==> config.mk <==
export PLATFORM = sky130hd
export DESIGN_NAME = outstation_reply_generator
export DESIGN_NICKNAME = d
export VERILOG_FILES = /design/src/outstation_pkg.sv /design/src/outstation_reply_generator.sv
export VERILOG_INCLUDE_DIRS = /design/src
export SDC_FILE = /design/constraint.sdc
export NUM_CORES = 1
export LEC_CHECK = 0
export CAP_MARGIN = 20
export CORE_MARGIN = 4
export CORE_UTILIZATION = 31
export CTS_CLUSTER_DIAMETER = 30
export DETAILED_ROUTE_END_ITERATION = 10
export DONT_BUFFER_PORTS = 1
export SLEW_MARGIN = 20
export SYNTH_ARGS = -nofsm -noshare
export SYNTH_HDL_FRONTEND = slang
export SYNTH_SLANG_ARGS = --single-unit
export TNS_END_PERCENT = 5
==> constraint.sdc <==
create_clock -name CLK -period 15.92 [get_ports CLK]
set_input_delay 0.796 -clock CLK [delete_from_list [all_inputs] [get_ports CLK]]
set_output_delay 0.796 -clock CLK [all_outputs]
set_load 0.01 [all_outputs]
==> src/outstation_map.svh <==
`ifndef OUTSTATION_MAP_SVH
`define OUTSTATION_MAP_SVH

// ----------------------------------------------------------------------------
// Frame layout
// ----------------------------------------------------------------------------
`define FRAME_LEAD 8'h04
`define BASE_NODE_ID 8'h00
`define FRAME_BYTES 11
`define FRAME_HDR 4

// ----------------------------------------------------------------------------
// Command codes from the base station
// ----------------------------------------------------------------------------
`define CMD_POLL 8'h20
`define CMD_DIN_SET 8'h21
`define CMD_AIN_SET 8'h22
`define CMD_AOUT_SET 8'h23
`define CMD_DOUT_SET 8'h24
`define CMD_PULSE_SET 8'h25
`define CMD_BATT_SET 8'h26
`define CMD_STORE 8'h27
`define CMD_CHAN_SET 8'h28
`define CMD_POWER_SET 8'h29
`define CMD_DIN_READ 8'h31
`define CMD_AIN_READ 8'h32

// ----------------------------------------------------------------------------
// Reply codes to the base station
// ----------------------------------------------------------------------------
`define RPL_POLL 8'h50
`define RPL_DIN 8'h51
`define RPL_AIN 8'h52
`define RPL_AOUT 8'h53
`define RPL_DOUT 8'h54
`define RPL_PULSE 8'h55
`define RPL_BATT 8'h56
`define RPL_STORE 8'h57
`define RPL_CHAN 8'h58
`define RPL_POWER 8'h59

// ----------------------------------------------------------------------------
// Field encodings
// ----------------------------------------------------------------------------
`define ALARM_OFF 2'h0
`define ALARM_ON 2'h1
`define ALARM_POLL_CNT 2'h2
`define POWER_LOW 1'b0
`define POWER_HIGH 1'b1

// ----------------------------------------------------------------------------
// Register offsets and reset values
// ----------------------------------------------------------------------------
`define REG_NODE_ID 8'h00
`define REG_STATUS 8'h04
`define REG_CHANNEL 8'h08
`define REG_PULSE_COUNT 8'h0c
`define REG_BATT_TRIP 8'h10
`define REG_DOUT 8'h14
`define NODE_ID_RST 8'h01
`define CHANNEL_RST 16'h0001

// ----------------------------------------------------------------------------
// Timing
// ----------------------------------------------------------------------------
`define CLK_PERIOD_NS 20
`define DWELL_UNIT_NS 10000000
`define DWELL_UNIT_CYC (`DWELL_UNIT_NS / `CLK_PERIOD_NS)

`endif

==> src/outstation_pkg.sv <==
package outstation_pkg;

    typedef enum logic [0:0] {
        S_IDLE = 1'b0,
        S_SEND = 1'b1
    } st_t;

    typedef struct packed {
        st_t st;
        logic [10:0][7:0] frame;
        logic [3:0] len;
        logic [3:0] idx;
        logic [7:0] node_id;
        logic [3:0][1:0] di_alarm;
        logic [3:0][7:0] di_dwell;
        logic [3:0] di_rise;
        logic [3:0][1:0] ai_type;
        logic [3:0][9:0] ai_trip;
        logic [3:0][7:0] ai_dwell;
        logic [3:0] ai_above;
        logic [3:0][9:0] ao_level;
        logic [7:0] dout;
        logic pulse_en;
        logic [7:0] pulse_dwell;
        logic [9:0] batt_trip;
        logic [15:0] channel;
        logic [15:0] chan_pend;
        logic chan_wait;
        logic tx_high;
        logic store;
        logic [31:0] rdata;
        logic [19:0] tick_cnt;
        logic [7:0] dwell_cnt;
        logic pin_level;
        logic [15:0] pulse_count;
    } state_t;

endpackage

==> src/outstation_reply_generator.sv <==
// Decided for this implementation: the plain strobed port and the register offsets.
`timescale 1ns/1ps
`default_nettype none
`include "outstation_map.svh"

module outstation_reply_generator
    import outstation_pkg::*;
#(
    parameter int TICK_CYCLES = `DWELL_UNIT_CYC
) (
    // Clock, reset, enable
    input wire logic CLK,
    input wire logic RST,
    input wire logic CE,
    // Parsed command from the base station
    input wire logic CMD_VALID,
    input wire logic [7:0] CMD_SRC,
    input wire logic [7:0] CMD_CODE,
    input wire logic [47:0] CMD_ARG,
    output logic CMD_READY,
    // Reply byte stream
    output logic TX_VALID,
    output logic [7:0] TX_DATA,
    output logic TX_LAST,
    input wire logic TX_READY,
    // Local measurements and pins
    input wire logic [9:0] BATTERY_LEVEL,
    input wire logic PULSE_IN,
    output logic [7:0] DIG_OUT,
    output logic [39:0] ANA_OUT,
    output logic [15:0] CHANNEL,
    output logic TX_POWER_HIGH,
    output logic STORE_PULSE,
    // Register port
    input wire logic [7:0] REG_ADDR,
    input wire logic [31:0] REG_WDATA,
    input wire logic REG_WR,
    input wire logic REG_RD,
    output logic [31:0] REG_RDATA
);

    // ------------------------------------------------------------------------
    // Helpers
    // ------------------------------------------------------------------------

    // Lowest port selected by a bit mask
    function automatic logic [1:0] low_port(input logic [7:0] mask);
        logic [1:0] p;
        p = 2'h0;
        for (int i = 3; i >= 0; i--) begin
            if (mask[i]) begin
                p = 2'(i);
            end
        end
        return p;
    endfunction

    // Low byte of code plus payload bytes
    function automatic logic [7:0] csum(input logic [7:0] code, input logic [5:0][7:0] pay,
                                        input logic [2:0] n);
        logic [7:0] s;
        s = code;
        for (int i = 0; i < 6; i++) begin
            if (3'(i) < n) begin
                s = s + pay[i];
            end
        end
        return s;
    endfunction

    // ------------------------------------------------------------------------
    // State
    // ------------------------------------------------------------------------
    state_t s_r;
    state_t s_nxt;

    logic [7:0] a0;
    logic [7:0] a1;
    logic [7:0] a2;
    logic [7:0] a3;
    logic [7:0] a4;
    logic [7:0] a5;
    logic [1:0] pi;
    logic tick;
    logic last_byte;

    // Payload bytes, first byte after the code in the top lane
    assign a0 = CMD_ARG[47:40];
    assign a1 = CMD_ARG[39:32];
    assign a2 = CMD_ARG[31:24];
    assign a3 = CMD_ARG[23:16];
    assign a4 = CMD_ARG[15:8];
    assign a5 = CMD_ARG[7:0];
    assign pi = low_port(a0);
    assign tick = (s_r.tick_cnt == 20'(TICK_CYCLES - 1));
    assign last_byte = (s_r.idx == s_r.len - 4'h1);

    // Handshakes and pin outputs
    assign CMD_READY = (s_r.st == S_IDLE);
    assign TX_VALID = (s_r.st == S_SEND);
    assign TX_DATA = s_r.frame[s_r.idx];
    assign TX_LAST = (s_r.st == S_SEND) && last_byte;
    assign DIG_OUT = s_r.dout;
    assign ANA_OUT = s_r.ao_level;
    assign CHANNEL = s_r.channel;
    assign TX_POWER_HIGH = s_r.tx_high;
    assign STORE_PULSE = s_r.store;
    assign REG_RDATA = s_r.rdata;

    // ------------------------------------------------------------------------
    // Next state
    // ------------------------------------------------------------------------
    always_comb begin
        logic [5:0][7:0] pay;
        logic [2:0] n;
        logic [7:0] code;
        logic ok;
        pay = '0;
        n = 3'h0;
        code = 8'h00;
        ok = 1'b1;
        s_nxt = s_r;
        s_nxt.store = 1'b0;

        // Command decode, store settings and build the reply payload
        if (s_r.st == S_IDLE && CMD_VALID) begin
            case (CMD_CODE)
                `CMD_POLL: begin
                    code = `RPL_POLL;
                    pay[0] = {6'h00, BATTERY_LEVEL[9:8]};
                    pay[1] = BATTERY_LEVEL[7:0];
                    n = 3'h2;
                end
                `CMD_DIN_SET, `CMD_DIN_READ: begin
                    if (CMD_CODE == `CMD_DIN_SET) begin
                        for (int i = 0; i < 4; i++) begin
                            if (a0[i]) begin
                                // Poll counter only on port zero
                                s_nxt.di_alarm[i] = (a1[1:0] == `ALARM_POLL_CNT && i != 0) ?
                                    `ALARM_OFF : a1[1:0];
                                s_nxt.di_dwell[i] = a2;
                                s_nxt.di_rise[i] = a3[0];
                            end
                        end
                    end
                    code = `RPL_DIN;
                    pay[0] = a0;
                    pay[1] = {6'h00, s_nxt.di_alarm[pi]};
                    pay[2] = s_nxt.di_dwell[pi];
                    pay[3] = {7'h00, s_nxt.di_rise[pi]};
                    n = 3'h4;
                end
                `CMD_AIN_SET, `CMD_AIN_READ: begin
                    if (CMD_CODE == `CMD_AIN_SET) begin
                        for (int i = 0; i < 4; i++) begin
                            if (a0[i]) begin
                                s_nxt.ai_type[i] = a1[1:0];
                                s_nxt.ai_trip[i] = {a2[1:0], a3};
                                s_nxt.ai_dwell[i] = a4;
                                s_nxt.ai_above[i] = a5[0];
                            end
                        end
                    end
                    code = `RPL_AIN;
                    pay[0] = a0;
                    pay[1] = {6'h00, s_nxt.ai_type[pi]};
                    pay[2] = {6'h00, s_nxt.ai_trip[pi][9:8]};
                    pay[3] = s_nxt.ai_trip[pi][7:0];
                    pay[4] = s_nxt.ai_dwell[pi];
                    pay[5] = {7'h00, s_nxt.ai_above[pi]};
                    n = 3'h6;
                end
                `CMD_AOUT_SET: begin
                    s_nxt.ao_level[a0[1:0]] = {a1[1:0], a2};
                    code = `RPL_AOUT;
                    pay[0] = a0;
                    pay[1] = {6'h00, a1[1:0]};
                    pay[2] = a2;
                    n = 3'h3;
                end
                `CMD_DOUT_SET: begin
                    s_nxt.dout = a0;
                    code = `RPL_DOUT;
                    pay[0] = a0;
                    n = 3'h1;
                end
                `CMD_PULSE_SET: begin
                    s_nxt.pulse_en = a0[0];
                    s_nxt.pulse_dwell = a1;
                    code = `RPL_PULSE;
                    pay[0] = {7'h00, a0[0]};
                    pay[1] = a1;
                    n = 3'h2;
                end
                `CMD_BATT_SET: begin
                    s_nxt.batt_trip = {a0[1:0], a1};
                    code = `RPL_BATT;
                    pay[0] = {6'h00, a0[1:0]};
                    pay[1] = a1;
                    n = 3'h2;
                end
                `CMD_STORE: begin
                    s_nxt.store = 1'b1;
                    code = `RPL_STORE;
                end
                `CMD_CHAN_SET: begin
                    // New channel held back until the acknowledgement leaves
                    s_nxt.chan_pend = {a0, a1};
                    s_nxt.chan_wait = 1'b1;
                    code = `RPL_CHAN;
                    pay[0] = a0;
                    pay[1] = a1;
                    n = 3'h2;
                end
                `CMD_POWER_SET: begin
                    // Power switches now, before the reply starts
                    s_nxt.tx_high = a0[0] ? `POWER_HIGH : `POWER_LOW;
                    code = `RPL_POWER;
                    pay[0] = {7'h00, a0[0]};
                    n = 3'h1;
                end
                default: begin
                    ok = 1'b0;
                end
            endcase
            if (ok) begin
                s_nxt.frame = '0;
                s_nxt.frame[0] = `FRAME_LEAD;
                s_nxt.frame[1] = s_r.node_id;
                s_nxt.frame[2] = CMD_SRC;
                s_nxt.frame[3] = code;
                for (int i = 0; i < 6; i++) begin
                    if (3'(i) < n) begin
                        s_nxt.frame[`FRAME_HDR + i] = pay[i];
                    end
                end
                s_nxt.frame[`FRAME_HDR + n] = csum(code, pay, n);
                s_nxt.len = 4'(`FRAME_HDR + 1) + 4'(n);
                s_nxt.idx = 4'h0;
                s_nxt.st = S_SEND;
            end
        end

        // Byte stream out
        if (s_r.st == S_SEND && TX_READY) begin
            if (last_byte) begin
                s_nxt.st = S_IDLE;
                if (s_r.chan_wait) begin
                    s_nxt.channel = s_r.chan_pend;
                    s_nxt.chan_wait = 1'b0;
                end
            end else begin
                s_nxt.idx = s_r.idx + 4'h1;
            end
        end

        // Dwell time base, one tick per 10 ms
        s_nxt.tick_cnt = tick ? 20'h00000 : s_r.tick_cnt + 20'h00001;

        // Pulse input: new level accepted after dwell ticks of stability
        if (PULSE_IN == s_r.pin_level) begin
            s_nxt.dwell_cnt = 8'h00;
        end else if (s_r.pulse_dwell == 8'h00 || s_r.dwell_cnt >= s_r.pulse_dwell) begin
            s_nxt.pin_level = PULSE_IN;
            s_nxt.dwell_cnt = 8'h00;
            if (PULSE_IN && s_r.pulse_en) begin
                s_nxt.pulse_count = s_r.pulse_count + 16'h0001;
            end
        end else if (tick) begin
            s_nxt.dwell_cnt = s_r.dwell_cnt + 8'h01;
        end

        // Register writes
        if (REG_WR) begin
            case (REG_ADDR)
                `REG_NODE_ID: s_nxt.node_id = REG_WDATA[7:0];
                `REG_PULSE_COUNT: s_nxt.pulse_count = 16'h0000;
                default: begin
                end
            endcase
        end

        // Register reads, answered in the next cycle
        if (REG_RD) begin
            case (REG_ADDR)
                `REG_NODE_ID: s_nxt.rdata = {24'h000000, s_r.node_id};
                `REG_STATUS: s_nxt.rdata = {28'h0000000, s_r.chan_wait, s_r.pulse_en,
                                            s_r.tx_high, s_r.st == S_SEND};
                `REG_CHANNEL: s_nxt.rdata = {16'h0000, s_r.channel};
                `REG_PULSE_COUNT: s_nxt.rdata = {16'h0000, s_r.pulse_count};
                `REG_BATT_TRIP: s_nxt.rdata = {22'h000000, s_r.batt_trip};
                `REG_DOUT: s_nxt.rdata = {24'h000000, s_r.dout};
                default: s_nxt.rdata = 32'h00000000;
            endcase
        end
    end

    // ------------------------------------------------------------------------
    // Registered state
    // ------------------------------------------------------------------------
    always_ff @(posedge CLK) begin
        if (RST) begin
            s_r <= '0;
            s_r.node_id <= `NODE_ID_RST;
            s_r.channel <= `CHANNEL_RST;
        end else if (CE) begin
            s_r <= s_nxt;
        end
    end

endmodule
`default_nettype wire

# Word-level counts from Yosys, hierarchy flattened
# Index checks and enable logic that the tools add are counted.
dict set report classes {
  add_sub_neg 13
  multipliers 0
  div_mod_pow 0
  n_lt_le_gt_ge 13
  n_eq_ne 21
  shifts 0
  mux 137
  bitwise_logic 2
  reduce_logical 32
}
# op count
set op_table {}
lappend op_table {{8-bit two-way mux} 56}
lappend op_table {{84-bit two-way mux} 3}
lappend op_table {{97-bit two-way mux} 2}
lappend op_table {{44-bit two-way mux} 3}
lappend op_table {{8-bit by 6-bit equality test with 1-bit output, second input constant} 12}
lappend op_table {{16-bit two-way mux} 6}
lappend op_table {{16-bit case mux with 6 select lines} 1}
lappend op_table {{88-bit bitwise mux} 1}
lappend op_table {{7-bit case mux with 10 select lines} 1}
lappend op_table {{10-bit two-way mux} 6}
lappend op_table {{8-bit adder} 6}
lappend op_table {{40-bit bitwise mux} 1}
lappend op_table {{8-bit case mux with 5 select lines} 1}
lappend op_table {{3-bit AND reduction} 11}
lappend op_table {{8-bit binary-select mux with 2-bit select} 2}
lappend op_table {{8-bit binary-select mux with 4-bit select} 1}
lappend op_table {{8-bit demux with 4-bit select} 1}
lappend op_table {{8-bit case mux with 4 select lines} 1}
lappend op_table {{2-bit two-way mux} 15}
lappend op_table {{8-bit case mux with 3 select lines} 1}
lappend op_table {{1-bit two-way mux} 21}
lappend op_table {{20-bit by 1-bit adder with 20-bit output, second input constant} 1}
lappend op_table {{10-bit binary-select mux with 2-bit select} 1}
lappend op_table {{10-bit demux with 2-bit select} 1}
lappend op_table {{40 further kinds} 63}
dict set report totals {
  regBits 412
  latch_bits 0
  ramBits 0
  romBits 0
  inputBits 122
  output_inout_bits 109
  word_cells 273
  n_memories 0
}

# Longest topological paths before layout
dict set report depth {
  ltp_word 35
  ltp_mapped 41
  depth_no_buf 38
}

# Worst setup path before layout
# Ideal clock, no wire load.
dict set report synth_path {
  path_type {input -> register}
  from {in CMD_CODE[3]}
  to {reg s_r[386] (netlist name)}
  setup_time_ns 0.137
  arrival_ns 8.354
  required_ns 15.783
  path_slack_ns 7.429
  path_stages 37
  n_path_buf 3
  cell_sequence {buf_4 > clkbuf_1 > nor3_1 > nor4b_1 > clkbuf_1 > a22o_1 > ha_1 > inv_1 > fa_1 > a21oi_1 > fa_1 > a21o_1 > a21oi_1 > xnor2_1 > nand3_1 > o41ai_2 > ha_1 > and3_1 > a2111oi_0 > xnor2_1 > a2bb2oi_1 > nand2_1 > ha_1 > a21oi_1 > o21ai_0 > xor2_1 > nor2_1 > nor2_1 > ha_1 > nand2_1 > o21ai_0 > or3b_1 > a21oi_2 > xnor3_1 > xnor3_2 > mux2i_1 > a211oi_1}
}
dict set report synth_via {
  elab_chain_len 29
  elab_cells_between_ends 97
  classes_between {7 x add/sub; 8 x order compare; 12 x eq/ne; 60 x mux; 10 x reduce/logical}
}
# item line_no
set synth_rtl {}
lappend synth_rtl {{from (decl)} outstation_reply_generator.sv:18} ;# input wire logic [7:0] CMD_CODE,
lappend synth_rtl {{8-bit by 6-bit equality test with 1-bit output} outstation_reply_generator.sv:127} ;# case (CMD_CODE)
lappend synth_rtl {{7-bit OR reduction (no source line) (tied with other cells)} --}
lappend synth_rtl {{8-bit case mux with 4 select lines (tied with other cells)} outstation_reply_generator.sv:127}
lappend synth_rtl {{8-bit two-way mux (tied with other cells)} outstation_reply_generator.sv:126} ;# if (s_r.st == S_IDLE && CMD_VALID) begin
lappend synth_rtl {{8-bit adder (tied with other cells)} outstation_reply_generator.sv:65} ;# s = s + pay[i];
lappend synth_rtl {{8-bit two-way mux (tied with other cells)} outstation_reply_generator.sv:64} ;# if (3'(i) < n) begin
lappend synth_rtl {{8-bit two-way mux or 8-bit case mux with 5 select lines (tied branches)} {outstation_reply_generator.sv:226, outstation_reply_generator.sv:127}}
lappend synth_rtl {{8-bit two-way mux} outstation_reply_generator.sv:126}
lappend synth_rtl {{[13 not listed]} --}
lappend synth_rtl {{8-bit two-way mux} outstation_reply_generator.sv:64}
lappend synth_rtl {{8-bit two-way mux} outstation_reply_generator.sv:226} ;# if (ok) begin
lappend synth_rtl {{8-bit two-way mux} outstation_reply_generator.sv:126}
lappend synth_rtl {{8-bit adder} outstation_reply_generator.sv:65}
lappend synth_rtl {{8-bit two-way mux} outstation_reply_generator.sv:64}
lappend synth_rtl {{8-bit two-way mux} outstation_reply_generator.sv:226}
lappend synth_rtl {{8-bit two-way mux} outstation_reply_generator.sv:126}
lappend synth_rtl {{88-bit bitwise mux} outstation_reply_generator.sv:237} ;# s_nxt.frame[`FRAME_HDR + n] = csum(code, pay, n);
lappend synth_rtl {{to (signal assigned)} outstation_reply_generator.sv:307} ;# s_r <= s_nxt;
lappend synth_rtl {{to (decl)} outstation_reply_generator.sv:74} ;# state_t s_r;
# Several ways; a longest one is shown, not always the timed one. The select of a mux whose other input is x is not followed.
# A chain may end at the register's enable or synchronous reset.

# Final worst setup path
dict set report layout_path {
  from {in CMD_CODE[0]}
  to {reg s_r[386] (netlist name)}
}
# Same word-level chain as after synthesis.

==> impl_results.md <==
- H-Tree Depth: 3
- Hold endpoint: s_r[27]
- First-pass GRT wire length: 104000 um
- Num CTS Buffers: 92
- # clock sinks: 386
- Hold_buf cts: 0
- Clk slew on worst S/H paths: 0.05 ns
- Worst slew margin: 0.273
- Hold depth: 1
- CP max-delay cell: a2111oi_0
- Fraction of registers with async set/reset: 0
- Initial antenna violation count: 3
- Yosys top cell by area: dfxtp_1
- Min Hold Slack: between 0.2 and 0.25 ns
- Clock latency at the later pin of the worst-skew pair: 0.64 ns
- Port Buffers: 0
- Most common cell in the synthesized netlist: nand2_1
- Post-DP HPWL: 45500 um
- Worst Path Arrival: about 9.5 ns
- Cts repair resizes: 0
- Slew Limit Fails: 0
- Post-CTS Setup Repair Bufs: 0
- Mapped Cells: 2711
- Starting Density: 0.313
- Largest net degree at the start of global routing: 364
- CP required: 16.40 ns
- RSZ-0062 raised after global routing: false
- Final period utilization: 0.569
- Routed wire length: 68800 um
- DRC viols: 0
- FF-to-FF End: s_r[386]
- Levels on crit path: 35
- Nets: 2730
- Outcome: completed
- Drt initial violations: 1705
- Final hold viol count: 0
- Die width: 266 um
- Hold path startpoint: RST
- Placed cell count: 3320
- Total power: between 3 and 4 mW
- Drt first pass iters: 8
- Post-synth EDFFs: 0
- Most frequent cells after synthesis: nand2_1 (503), dfxtp_1 (386), nor2_1 (326)
- Dominant synthesized flop cell: dfxtp_1
- Post-Syn Area per Cell: approximately 7.6 um^2
- VDD IR max: 76.2 uV
- Hold Path Class: in2reg
- # setup viols final: 0
- Setup tns final: 0 ns
- Die Area: approximately 71000 um^2
- TritonCTS clock tree: done
- Root Driver: clkbuf_16
- Diode count: 0
- Core area: 65900 um^2
- Vias in the first global route: between 15000 and 20000
- FF-to-FF Start: s_r[300]
- Max-cap viol count: 0
- Worst path top cell family by delay: compound AO/OA/AOI/OAI gates
- Tightest Pin Transition: 1.08 ns
- Drt via density: 5.34
- Clk buf depth: 3
- Endpoint class of the critical path: flop
- Critical path class: in2reg
- # rows: between 90 and 100
- Setup crit start kind: input pin
- GPL Wtd Cong: 0.907
- Min cycle time layout: 9.05 ns
- Gr ovfl total: 0
- Synth top area cells: dfxtp_1 (37%), nand2_1 (9.1%), a21oi_1 (7.8%)
- R2r worst-path depth: 30
- Top cell type's share of synthesized area: 0.374
- Synthesized cell area: ~21000 um^2
- Sequential share of the synthesized area: 0.374
- CP max stage delay: 0.72 ns
- Yosys cell types: 82
- CP max FO: 19
- Fin cells: 3492
- GR Util All Layers: 0.185
- Area Overhead vs Synth: 16.0%
- Ys Warns: 0
- Synth Register Bits: roughly 390
- Die Span Y: 266 um
- ANT nets after route: 0
- Leak pwr: 8.79 nW
- R2r setup slk: 8.32 ns
- I/O Pins: 231
- Worst path buffer plus inverter count: 0
- Wirelength per Cell: just under 20 um
- Final Util: 0.364
- P per Cell Area: 129 nW/um^2
- Clk_skew: around 0.038 ns
- Layout cell share with drive strength beyond 1: 0.0887
- F_max: 0.110 GHz
- Vias post-DR: 18700
per-stage QoR:
| stage | area, um^2 | setup WS [ns] |
|---|---|---|
| 4_1_cts | 23900 | 6.97 |
| 2_1_floorplan | 20700 | 7.43 |
| 6_report | 24000 | 6.87 |
| 5_1_grt | 24000 | 6.37 |
| 3_3_place_gp | 20500 | 6.38 |
| 3_5_place_dp | 20500 | 6.31 |
placed cells by master, fill, tap and decap left out, types with 25 or more instances in the layout:
master	count
nand2_1	502
dfxtp_1	386
nor2_1	325
a21oi_1	321
clkbuf_16	92
nor3_1	83
mux2i_1	74
o21ai_0	63
o22ai_1	60
ha_1	52
nand3_1	51
inv_1	45
xor2_1	40
xnor2_1	26
a211oi_1	25
a22oi_1	25
metal layers:
layer,track usage,part of all wire
met1,0.244,0.43
met2,0.291,0.46
met3,0.0502,0.078
met4,0.0679,0.031
met5,0,0.00031
area by class of cell:
cell class | count | area (um^2)
fillers | 6820 | 41900
inverters | 47 | 176
repair buffers | 25 | 185
flip-flops and latches | 386 | 7730
well taps | 864 | 1080
clock buffers | 111 | 2490
multi-input cells | 1999 | 11400
clock inverters | 60 | 923
state kept, by name, summed over array words and instances, names as in the netlist:
signal,count
ANA_OUT,40
DIG_OUT,8
CHANNEL,16
REG_RDATA,16
STORE_PULSE,1
TX_VALID,1
s_r,303
TX_POWER_HIGH,1
worst register-to-register path, delay by kind of cell (launching register included):
kind            cells  cell delay (ns)
fa+ha+maj           4             1.34
flops               1             0.32
simple gates        8             1.10
mux                 3             0.76
compound gates     10             2.63
xor+xnor            5             1.32
where the power goes:
group          switching, mW  internal, mW  leakage [nW]
Clock                  0.640          1.38          1.63
Sequential           0.00221         0.972          3.11
Combinational         0.0541        0.0270          4.05
worst max-delay path by stage:
stage / startpoint / end
after floorplan: CMD_CODE[3] / s_r[386]
after global placement: CMD_CODE[0] / s_r[386]
after detailed placement: CMD_CODE[0] / s_r[386]
after CTS: CMD_CODE[0] / s_r[386]
after global routing: CMD_CODE[0] / s_r[386]
final: CMD_CODE[0] / s_r[386]
cells by family after synthesis:
| family | after synthesis | share of synthesized area |
|---|---|---|
| adders and majority gates | 58 | 0.0369 |
| xor gates and xnor gates | 68 | 0.0302 |
| and+or+nand+nor | 1128 | 0.238 |
| muxes | 89 | 0.0495 |
| buffers and inverters | 341 | 0.0811 |
| DFF | 386 | 0.374 |
| AOI/OAI and AO/OA | 640 | 0.190 |
| other | 1 | 0.000182 |
Power figures use the tool's default switching activity.
